[config.mk]
export PLATFORM = sky130hd
export DESIGN_NAME = fwd_watchdog
export DESIGN_NICKNAME = d
export VERILOG_FILES = /design/src/fwd_pkg.sv /design/src/fwd_counter.sv /design/src/fwd_watchdog.sv
export SDC_FILE = /design/constraint.sdc
export NUM_CORES = 1
export LEC_CHECK = 0
export ABC_CLOCK_PERIOD_IN_PS = 2600
export BUFFER_PORTS_ARGS = -buffer_cell sky130_fd_sc_hd__buf_2
export CAP_MARGIN = 0
export CORE_MARGIN = 4
export CORE_UTILIZATION = 45
export DETAILED_ROUTE_END_ITERATION = 12
export PLACE_DENSITY_LB_ADDON = 0.1
export REMOVE_ABC_BUFFERS = 1
export SLEW_MARGIN = 15
export SYNTH_ARGS = -nofsm -noshare
export SYNTH_HDL_FRONTEND = slang
export SYNTH_SLANG_ARGS = --single-unit
[constraint.sdc]
create_clock -name CORE_CLK -period 2.6 [get_ports CORE_CLK]
set_clock_uncertainty 0.15 [all_clocks]
set_input_delay 0.52 -clock CORE_CLK [delete_from_list [all_inputs] [get_ports CORE_CLK]]
set_output_delay 0.52 -clock CORE_CLK [all_outputs]
set_load 0.05 [all_outputs]
[src/fwd_pkg.sv]
// constants of the free running watchdog
//
// Contract
// - count starts after reset and slow clock
// - software has no way to stop counter
// - first overflow raises non-maskable interrupt
// - second uncleared overflow asserts watchdog reset
// - key pair on pointer 0 then 1 clears
// - pointer zeroed at reset, overflow; toggles on write
// - clear register read returns pointer in bit 0
// - mismatched key not accepted, pointer still toggles
// - key writes ignored until slow clock oscillates
// - period field selects four periods, resets 10
// - counting halts in stop mode
// - counting continues in halt; interrupt wakes halt
package fwd_pkg;
   // ****************************************************************
   // register map
   // ****************************************************************
   localparam logic [15:0] ADDR_CLEAR_KEY  = 16'hf00e;
   localparam logic [15:0] ADDR_PERIOD_SEL = 16'hf00f;
   localparam logic [15:0] ADDR_IRQ_STATUS = 16'hf010;
   localparam logic [15:0] ADDR_IRQ_MASK   = 16'hf011;
   localparam logic [7:0]  CLEAR_KEY_RESET = 8'h00;
   localparam logic [1:0]  PERIOD_RESET    = 2'h2;
   localparam logic [7:0]  KEY_FIRST       = 8'h5a;
   localparam logic [7:0]  KEY_SECOND      = 8'ha5;
   localparam int          POINTER_BIT     = 0;
   localparam int          STAT_OVF_BIT    = 0;
   localparam int          STAT_WDRST_BIT  = 1;
   localparam logic [1:0]  MASK_RESET      = 2'h3;

   // ****************************************************************
   // timing, counted in slow clock ticks (32768 Hz)
   // ****************************************************************
   localparam int          SLOW_CLOCK_HZ   = 32768;
   localparam int          PERIOD_0_MS     = 125;
   localparam int          PERIOD_1_MS     = 500;
   localparam int          PERIOD_2_MS     = 2000;
   localparam int          PERIOD_3_MS     = 8000;
   // the longest period is one tick past what 18 bits hold, hence 19 bits
   localparam logic [18:0] PERIOD_0_TICKS  = 19'(PERIOD_0_MS * SLOW_CLOCK_HZ / 1000);
   localparam logic [18:0] PERIOD_1_TICKS  = 19'(PERIOD_1_MS * SLOW_CLOCK_HZ / 1000);
   localparam logic [18:0] PERIOD_2_TICKS  = 19'(PERIOD_2_MS * SLOW_CLOCK_HZ / 1000);
   localparam logic [18:0] PERIOD_3_TICKS  = 19'(PERIOD_3_MS * SLOW_CLOCK_HZ / 1000);

   typedef enum logic [2:0] {
      ST_COUNT = 3'b001,
      ST_WARN  = 3'b010,
      ST_RESET = 3'b100
   } fwd_state_t;
endpackage : fwd_pkg

[src/fwd_counter.sv]
// overflow counter of the free running watchdog
module fwd_counter (
   input  wire logic        clk,
   input  wire logic        rst,
   input  wire logic        tick,
   input  wire logic        clear,
   input  wire logic [1:0]  period_sel,
   output logic             overflow
);
   logic [18:0] count_q;

   function automatic logic [18:0] period_ticks(input logic [1:0] sel);
      case (sel)
         2'h0:    period_ticks = fwd_pkg::PERIOD_0_TICKS;
         2'h1:    period_ticks = fwd_pkg::PERIOD_1_TICKS;
         2'h2:    period_ticks = fwd_pkg::PERIOD_2_TICKS;
         default: period_ticks = fwd_pkg::PERIOD_3_TICKS;
      endcase
   endfunction : period_ticks

   // terminal tick restarts the period; this counter has no stop input, stop mode gates its tick upstream
   always_ff @(posedge clk) begin
      if (rst || clear) begin
         count_q  <= 19'h0;
         overflow <= 1'b0;
      end else if (tick) begin
         if (count_q >= period_ticks(period_sel) - 19'h1) begin
            count_q  <= 19'h0;
            overflow <= 1'b1;
         end else begin
            count_q  <= count_q + 19'h1;
            overflow <= 1'b0;
         end
      end else begin
         overflow <= 1'b0;
      end
   end
endmodule : fwd_counter

[src/fwd_watchdog.sv]
// top of the free running watchdog: register port, key logic, escalation
//
// Added by the designer: the address-and-strobe port.
module fwd_watchdog (
   input  wire logic        CORE_CLK,
   input  wire logic        RST,
   input  wire logic        SLOW_TICK,
   input  wire logic        SLOW_CLOCK_RUNNING,
   input  wire logic        STOP_MODE,
   input  wire logic        HALT_MODE,
   input  wire logic [15:0] ADDR,
   input  wire logic [7:0]  WDATA,
   input  wire logic        WR,
   input  wire logic        RD,
   output logic      [7:0]  RDATA,
   output logic             IRQ,
   output logic             WATCHDOG_OVERFLOW_IRQ,
   output logic             HALT_RELEASE,
   output logic             WATCHDOG_RESET
);
   // ****************************************************************
   // register state
   // ****************************************************************
   logic                    clear_toggle_pointer_q;
   logic [1:0]              period_select_q;
   logic [1:0]              status_q;
   logic [1:0]              mask_q;
   logic                    first_ok_q;
   logic                    counter_clear;
   logic                    count_tick;
   logic                    overflow;
   logic                    key_write;
   fwd_pkg::fwd_state_t     state_q;

   // key writes only count once the slow oscillator runs
   assign key_write = WR && (ADDR == fwd_pkg::ADDR_CLEAR_KEY)
                      && SLOW_CLOCK_RUNNING;
   // counting needs the slow clock and no stop; halt keeps it running
   assign count_tick = SLOW_TICK && SLOW_CLOCK_RUNNING && !STOP_MODE;
   assign counter_clear = key_write && clear_toggle_pointer_q && first_ok_q
                          && (WDATA == fwd_pkg::KEY_SECOND);

   fwd_counter u_counter (
      .clk        (CORE_CLK),
      .rst        (RST),
      .tick       (count_tick),
      .clear      (counter_clear),
      .period_sel (period_select_q),
      .overflow   (overflow)
   );

   // ****************************************************************
   // toggle pointer and key acceptance
   // ****************************************************************
   always_ff @(posedge CORE_CLK) begin
      if (RST || overflow) begin
         clear_toggle_pointer_q <= 1'b0;
      end else if (key_write) begin
         clear_toggle_pointer_q <= !clear_toggle_pointer_q;
      end
   end

   // a first key only counts when written with the pointer at zero
   always_ff @(posedge CORE_CLK) begin
      if (RST || overflow) begin
         first_ok_q <= 1'b0;
      end else if (key_write) begin
         first_ok_q <= !clear_toggle_pointer_q
                       && (WDATA == fwd_pkg::KEY_FIRST);
      end
   end

   // ****************************************************************
   // period select and interrupt registers
   // ****************************************************************
   always_ff @(posedge CORE_CLK) begin
      if (RST) begin
         period_select_q <= fwd_pkg::PERIOD_RESET;
      end else if (WR && ADDR == fwd_pkg::ADDR_PERIOD_SEL) begin
         period_select_q <= WDATA[1:0];
      end
   end

   always_ff @(posedge CORE_CLK) begin
      if (RST) begin
         mask_q <= fwd_pkg::MASK_RESET;
      end else if (WR && ADDR == fwd_pkg::ADDR_IRQ_MASK) begin
         mask_q <= WDATA[1:0];
      end
   end

   // set wins over a write-one clear in the same cycle
   always_ff @(posedge CORE_CLK) begin
      if (RST) begin
         status_q <= 2'h0;
      end else begin
         status_q <= (status_q & ~((WR && ADDR == fwd_pkg::ADDR_IRQ_STATUS)
                                   ? WDATA[1:0] : 2'h0))
                     | {overflow && state_q == fwd_pkg::ST_WARN,
                        overflow && state_q == fwd_pkg::ST_COUNT};
      end
   end

   // ****************************************************************
   // overflow escalation
   // ****************************************************************
   // a valid clear after the first overflow disarms the reset stage
   always_ff @(posedge CORE_CLK) begin
      if (RST) begin
         state_q <= fwd_pkg::ST_COUNT;
      end else begin
         case (state_q)
            fwd_pkg::ST_COUNT: begin
               if (overflow) begin
                  state_q <= fwd_pkg::ST_WARN;
               end
            end
            fwd_pkg::ST_WARN: begin
               if (counter_clear) begin
                  state_q <= fwd_pkg::ST_COUNT;
               end else if (overflow) begin
                  state_q <= fwd_pkg::ST_RESET;
               end
            end
            fwd_pkg::ST_RESET: begin
               state_q <= fwd_pkg::ST_RESET;
            end
            default: begin
               state_q <= fwd_pkg::ST_COUNT;
            end
         endcase
      end
   end

   // ****************************************************************
   // outputs, all registered
   // ****************************************************************
   // the non-maskable request ignores the mask; only IRQ honours it
   always_ff @(posedge CORE_CLK) begin
      if (RST) begin
         WATCHDOG_OVERFLOW_IRQ <= 1'b0;
         HALT_RELEASE          <= 1'b0;
         WATCHDOG_RESET        <= 1'b0;
         IRQ                   <= 1'b0;
      end else begin
         WATCHDOG_OVERFLOW_IRQ <= overflow && state_q == fwd_pkg::ST_COUNT;
         HALT_RELEASE          <= overflow && state_q == fwd_pkg::ST_COUNT
                                  && HALT_MODE;
         WATCHDOG_RESET        <= state_q == fwd_pkg::ST_RESET
                                  || (overflow && state_q == fwd_pkg::ST_WARN
                                      && !counter_clear);
         IRQ                   <= |(status_q & mask_q);
      end
   end

   always_ff @(posedge CORE_CLK) begin
      if (RST) begin
         RDATA <= 8'h00;
      end else if (RD) begin
         if (ADDR == fwd_pkg::ADDR_CLEAR_KEY) begin
            RDATA <= {7'h00, clear_toggle_pointer_q};
         end else if (ADDR == fwd_pkg::ADDR_PERIOD_SEL) begin
            RDATA <= {6'h00, period_select_q};
         end else if (ADDR == fwd_pkg::ADDR_IRQ_STATUS) begin
            RDATA <= {6'h00, status_q};
         end else if (ADDR == fwd_pkg::ADDR_IRQ_MASK) begin
            RDATA <= {6'h00, mask_q};
         end else begin
            RDATA <= 8'h00;
         end
      end else begin
         RDATA <= 8'h00;
      end
   end
endmodule : fwd_watchdog

; ---- Word level (Yosys, flattened, before mapping)
; Index checks and enable logic that the tools add are counted.
[word_totals]
regBits = 43
input_bits = 32
out_inout_bits = 12
word_cells = 79
[classes]
add_sub_neg = 2
n_lt_le_gt_ge = 1
n_eq_ne = 13
mux = 14
n_bitwise = 6
n_reduce_logical = 28
[ops]
columns = operator, n
row1 = "16-bit equality test, second input constant", 4
row2 = 19-bit two-way mux, 3
row3 = 19-bit one-hot mux with 3 select lines, 1
row4 = "19-bit by 1-bit adder with 19-bit output, second input constant", 1
row5 = 19-bit >= comparator, 1
row6 = "19-bit by 1-bit subtractor with 19-bit output, second input constant", 1
row7 = 1-bit logical AND, 15
row8 = 3-bit two-way mux, 3
row9 = 3-bit one-hot mux with 3 select lines, 1
row10 = "8-bit by 7-bit equality test with 1-bit output, second input constant", 1
row11 = "8-bit equality test, second input constant", 1
row12 = 2-bit two-way mux, 4
row13 = 2-bit OR reduction, 3
row14 = 5-bit OR reduction, 1
row15 = 2-bit bitwise AND, 2
row16 = "3-bit by 1-bit equality test with 1-bit output, second input constant", 1
row17 = "3-bit by 2-bit equality test with 1-bit output, second input constant", 1
row18 = "3-bit equality test, second input constant", 1
row19 = 1-bit zero test, 3
row20 = 1-bit logical OR, 3
row21 = "3-bit by 2-bit != test with 1-bit output, second input constant", 1
row22 = 3-bit OR reduction, 1
row23 = "2-bit by 1-bit equality test with 1-bit output, second input constant", 1
row24 = "2-bit equality test, second input constant", 1
row25 = other kinds (7), 9

; ---- Depth between registers and ports, before layout
[logic_depth]
word_depth = 11
ltp_mapped = 8
depth_no_buf = 7

; ---- Modules after synthesis
; A second synthesis with hierarchy kept.
[unflattened]
hier_cells = 223
area_unflattened_um2 = 2052.0
[modules_own_cells]
columns = mod, instances, cells_each, area_per_inst_um2, seq_area_each_um2
row1 = fwd_counter, 1, 124, 1139.8, 400.4
row2 = fwd_watchdog, 1, 99, 912.1, 340.3

; ---- Least setup slack after synthesis
; Ideal clock, no wire load.
[synth_timing]
path_kind = in2reg
from = input ADDR[5]
to = register u_counter.count_q[4]
arrival_time_ns = 1.926
path_slack_ns = 0.410
cell_stages = 7
n_path_buf = 2
path_cell_list = nor4_4 -> nand4_1 -> or4_1 -> buf_2 -> nand4b_4 -> buf_6 -> nor2_1
[synth_via]
elab_chain_len = 7
[synth_rtl]
columns = element, line
row1 = start: declaration, fwd_watchdog.sv:11  ; input wire logic [15:0] ADDR,
row2 = 16-bit equality test, fwd_watchdog.sv:36  ; assign key_write = WR && (ADDR == fwd_pkg::ADDR_CLEAR_KEY)
row3 = 1-bit logical AND, fwd_watchdog.sv:36
row4 = 1-bit logical AND, fwd_watchdog.sv:37  ; && SLOW_CLOCK_RUNNING;
row5 = 1-bit logical AND (2 in series), fwd_watchdog.sv:40  ; assign counter_clear = key_write && clear_toggle_pointer_q && first_ok_q
row6 = 1-bit logical AND, fwd_watchdog.sv:41  ; && (WDATA == fwd_pkg::KEY_SECOND);
row7 = 1-bit logical OR, fwd_counter.sv:23  ; if (rst || clear) begin
row8 = end signal: assignment, fwd_counter.sv:31  ; count_q <= count_q + 19'h1;
row9 = end: declaration, fwd_counter.sv:10  ; logic [18:0] count_q;
; No other way between the ends.
; A chain may end at the register's enable or synchronous reset.

; ---- Final worst setup path
[layout_timing]
from = input ADDR[9]
to = register u_counter.count_q[16]
; Same word-level chain as after synthesis.

==> flow_summary_export.csv <==
group,metric,value,unit
outcome,status,"finished clean",
clocking,h-tree-depth,2,
cells_and_area,nets,310,
cells_and_area,seq_area,741,µm²
sta,slew_viol_final,0,
critical_path,max_stage_delay,0.68,ns
cells_and_area,stdcell_count,323,
floorplanning,initial_utilization,47.5,%
critical_path,crit_chain,"buf_2 -> nor4b_4 -> nand4_1 -> or4_1 -> nand4b_4 -> nor2_1",
drt,drc,0,
clocking,cts_tree,"yes",
synth,synth_edf_count,0,
drt,drt-total-wl,4110,µm
drt,ant_nets,0,
clocking,clk_latency,0.29,ns
synth,synthArstFlopShare,0,%
synth,ys_ff_latch,37,
critical_path,path_class,"primary input to flip-flop",
power_and_ir_drop,power.switching,257,µW
sta,holdWs,0.281,ns
clocking,clockBufferDepth,2,
sta,tns,0,ns
global_routing,antenna_found_initial,0,
cells_and_area,antennaDiodeCount,0,
cells_and_area,drive_gt1_share,19.4,%
power_and_ir_drop,total_power,1040,µW
power_and_ir_drop,seqPwrFrac,54.7,%
power_and_ir_drop,p_comb_share,8.3,%
hold_path,hold_depth,2,
place,io_buffers,37,
power_and_ir_drop,vdd_ir_drop_max,0.000191,V
critical_path,cp.arrival,2.23,ns
sta,min_period,2.20,ns
critical_path,endpoint_kind,"flip-flop",
sta,finalSetupViolCount,0,
hold_path,min_path_type,"primary input to flip-flop",
sta,finalCritPeriodShare,84.7,%
sta,relSlewSlack,63.7,%
synth,netlist_instances,229,
place,hpwl,3190,µm
floorplanning,die_h,73.7,µm
critical_path,reg2reg_depth,7,
sta,clock.fmax,0.454,GHz
synth,synth.distinct_cells,41,
clocking,cts.repair.resized,0,
power_and_ir_drop,netSwitchingFraction,24.7,%
drt,post_drt_wl_per_cell,12.7,µm
power_and_ir_drop,leakagePower,0.000905,µW
clocking,cts_setup_buffers,0,
synth,ys_seq_area_share,38.1,%
clocking,cts_root_buf,"clkbuf_8",
power_and_ir_drop,clkPwrFrac,37.0,%
critical_path,start_kind,"primary input",
drt,avgViaCountPerCell,5.24,
sta,hold_viol,0,
cells_and_area,post-route-util,55.0,%
floorplanning,rows,23,
clocking,ctsHoldBuffers,0,
critical_path,slowest_stage,"or4_1",
drt,first_iter_violations,84,
cells_and_area,multi_input_area,0.00114,mm²
sta,worst_pin_slew,0.537,ns
global_routing,grt_first_pass_wirelength,7040,µm
floorplanning,io_pins,44,
cells_and_area,synthToLayoutAreaGrowth,15.8,%
sta,rsz0062_at_grt,"false",
synth,synth_area_per_cell,8.48,µm²
place,dp.cells,315,
power_and_ir_drop,powerDensity,463,mW/mm²
synth,ys.flop_type,"dfxtp_1",
cells_and_area,num-fill-cells,410,
global_routing,grt_max_degree,20,
global_routing,overflow,0,
synth,yosys_warnings,0,
global_routing,grt_pass1_vias,1622,
global_routing,grt.total_usage,17.0,%
clocking,clock-sinks,37,
critical_path,path_max_fanout,19,
job,cap_violations,0,
floorplanning,fp.dieW,73.7,µm
synth,syn_area,0.00194,mm²
power_and_ir_drop,intPower,784,µW
floorplanning,dieArea,0.00543,mm²
drt,first_pass_iters,4,
critical_path,crit_required,2.62,ns
place,gp_congestion,0.762,
clocking,cts_buffers,5,
drt,dr_total_vias,1691,
floorplanning,core_area,0.00409,mm²
clocking,clk_pin_slew_worst_paths,0.07,ns
[worst paths after layout]
kind / slack [ns] / to / start
min: 0.28 / HALT_RELEASE$_SDFF_PP0_ / HALT_MODE
max: 0.40 / u_counter.count_q[16]$_SDFFE_PP0P_ / ADDR[9]
min reg2reg: 0.32 / state_q[1]$_SDFFE_PP0P_ / state_q[2]$_SDFFE_PP0P_
max reg2reg: 0.40 / u_counter.count_q[1]$_SDFFE_PP0P_ / period_select_q[1]$_SDFFE_PP1P_
[cell type report]
cell class / count / share of cell area, %
multi-input combinational: 184 / 50.7
clock buffer: 6 / 3.23
timing repair buffer: 40 / 9.24
tap: 50 / 2.78
sequential: 37 / 32.9
clock inverter: 2 / 0.445
inverter: 4 / 0.668
[power by group through the flow]
stage	clock network [µW]	registers, µW	logic, µW
final	385	569	86.8
after global routing	426	569	95.8
after CTS	402	569	86.8
after detailed placement	0	582	86.6
after global placement	0	582	84.7
after floorplan	0	582	44.6
[flip-flops by register name (all words and copies together) (netlist names), 2 cells and up]
signal and count:
status_q 2, RDATA 2, state_q 3, u_counter.count_q 19
period_select_q 2, mask_q 2
[cell usage in the layout (no fill, tap or decap), types with 3 or more instances in the layout]
cell type,count
nand3b_1,7
nand4_1,11
nor2b_1,4
inv_1,4
dfxtp_1,37
nor2_1,33
xor2_1,14
a21oi_1,12
and3_1,4
conb_1,7
nand3_1,8
nand2_1,24
buf_4,3
ha_1,6
nor3_1,11
nor4_1,3
clkbuf_8,5
buf_2,37
o21ai_0,6
xnor2_1,5
[kinds of logic (layout without fill, tap and decap cells)]
family	after synthesis	after routing	share of synthesized area [%]
xor+xnor	19	19	8.57
compound gates	27	27	8.31
buf+inv	13	52	4.12
simple gates	123	123	35.6
fa+ha+maj	6	6	3.87
flops	37	37	38.1
other cells	2	7	0.387
mux	2	2	1.03
[metal layers]
layer,GRT usage (%),part of all wire (%),wire (µm),vias to the layer above
li1,-,-,-,884
met1,19.7,44,1820,762
met2,29.1,49,2020,35
met3,3.69,4.1,170,10
met4,8.65,2.4,97,0
met5,0,0,0,-
[cell usage after synthesis (2+ instances only)]
cell type	instances	area share (%)
nor2_1	33	6.4
nand4b_1	2	0.90
xnor2_1	5	2.3
nand2b_1	2	0.64
conb_1	2	0.39
and4_1	2	0.90
nor2b_1	4	1.3
a31oi_1	2	0.64
nand3_1	8	2.1
nor3_1	11	2.8
buf_4	6	2.3
dfxtp_1	37	38
nand2_1	24	4.6
nand3b_1	7	2.7
a21oi_1	12	3.1
nand4_1	11	3.5
nor4b_1	2	0.90
a211o_1	2	0.90
nor4_1	3	0.97
a22oi_1	2	0.77
mux2i_1	2	1.0
xor2_1	14	6.3
inv_1	4	0.77
o21ai_0	6	1.5
ha_1	6	3.9
nor4bb_1	2	1.0
and3_1	4	1.3
[critical path: cells and delay by family]
family,cells,cell delay (ns)
simple gates,5,1.58
buf+inv,1,0.13
[metrics by stage]
| stage | instance area (µm²) | worst slack, ns |
|---|---|---|
| after global placement | 2170 | 0.160 |
| final | 2250 | 0.397 |
| after CTS | 2250 | 0.361 |
| after global routing | 2250 | 0.210 |
| after floorplan | 1900 | 0.464 |
| after detailed placement | 2170 | 0.0833 |
Note: power is estimated with default switching activity, not from simulation.
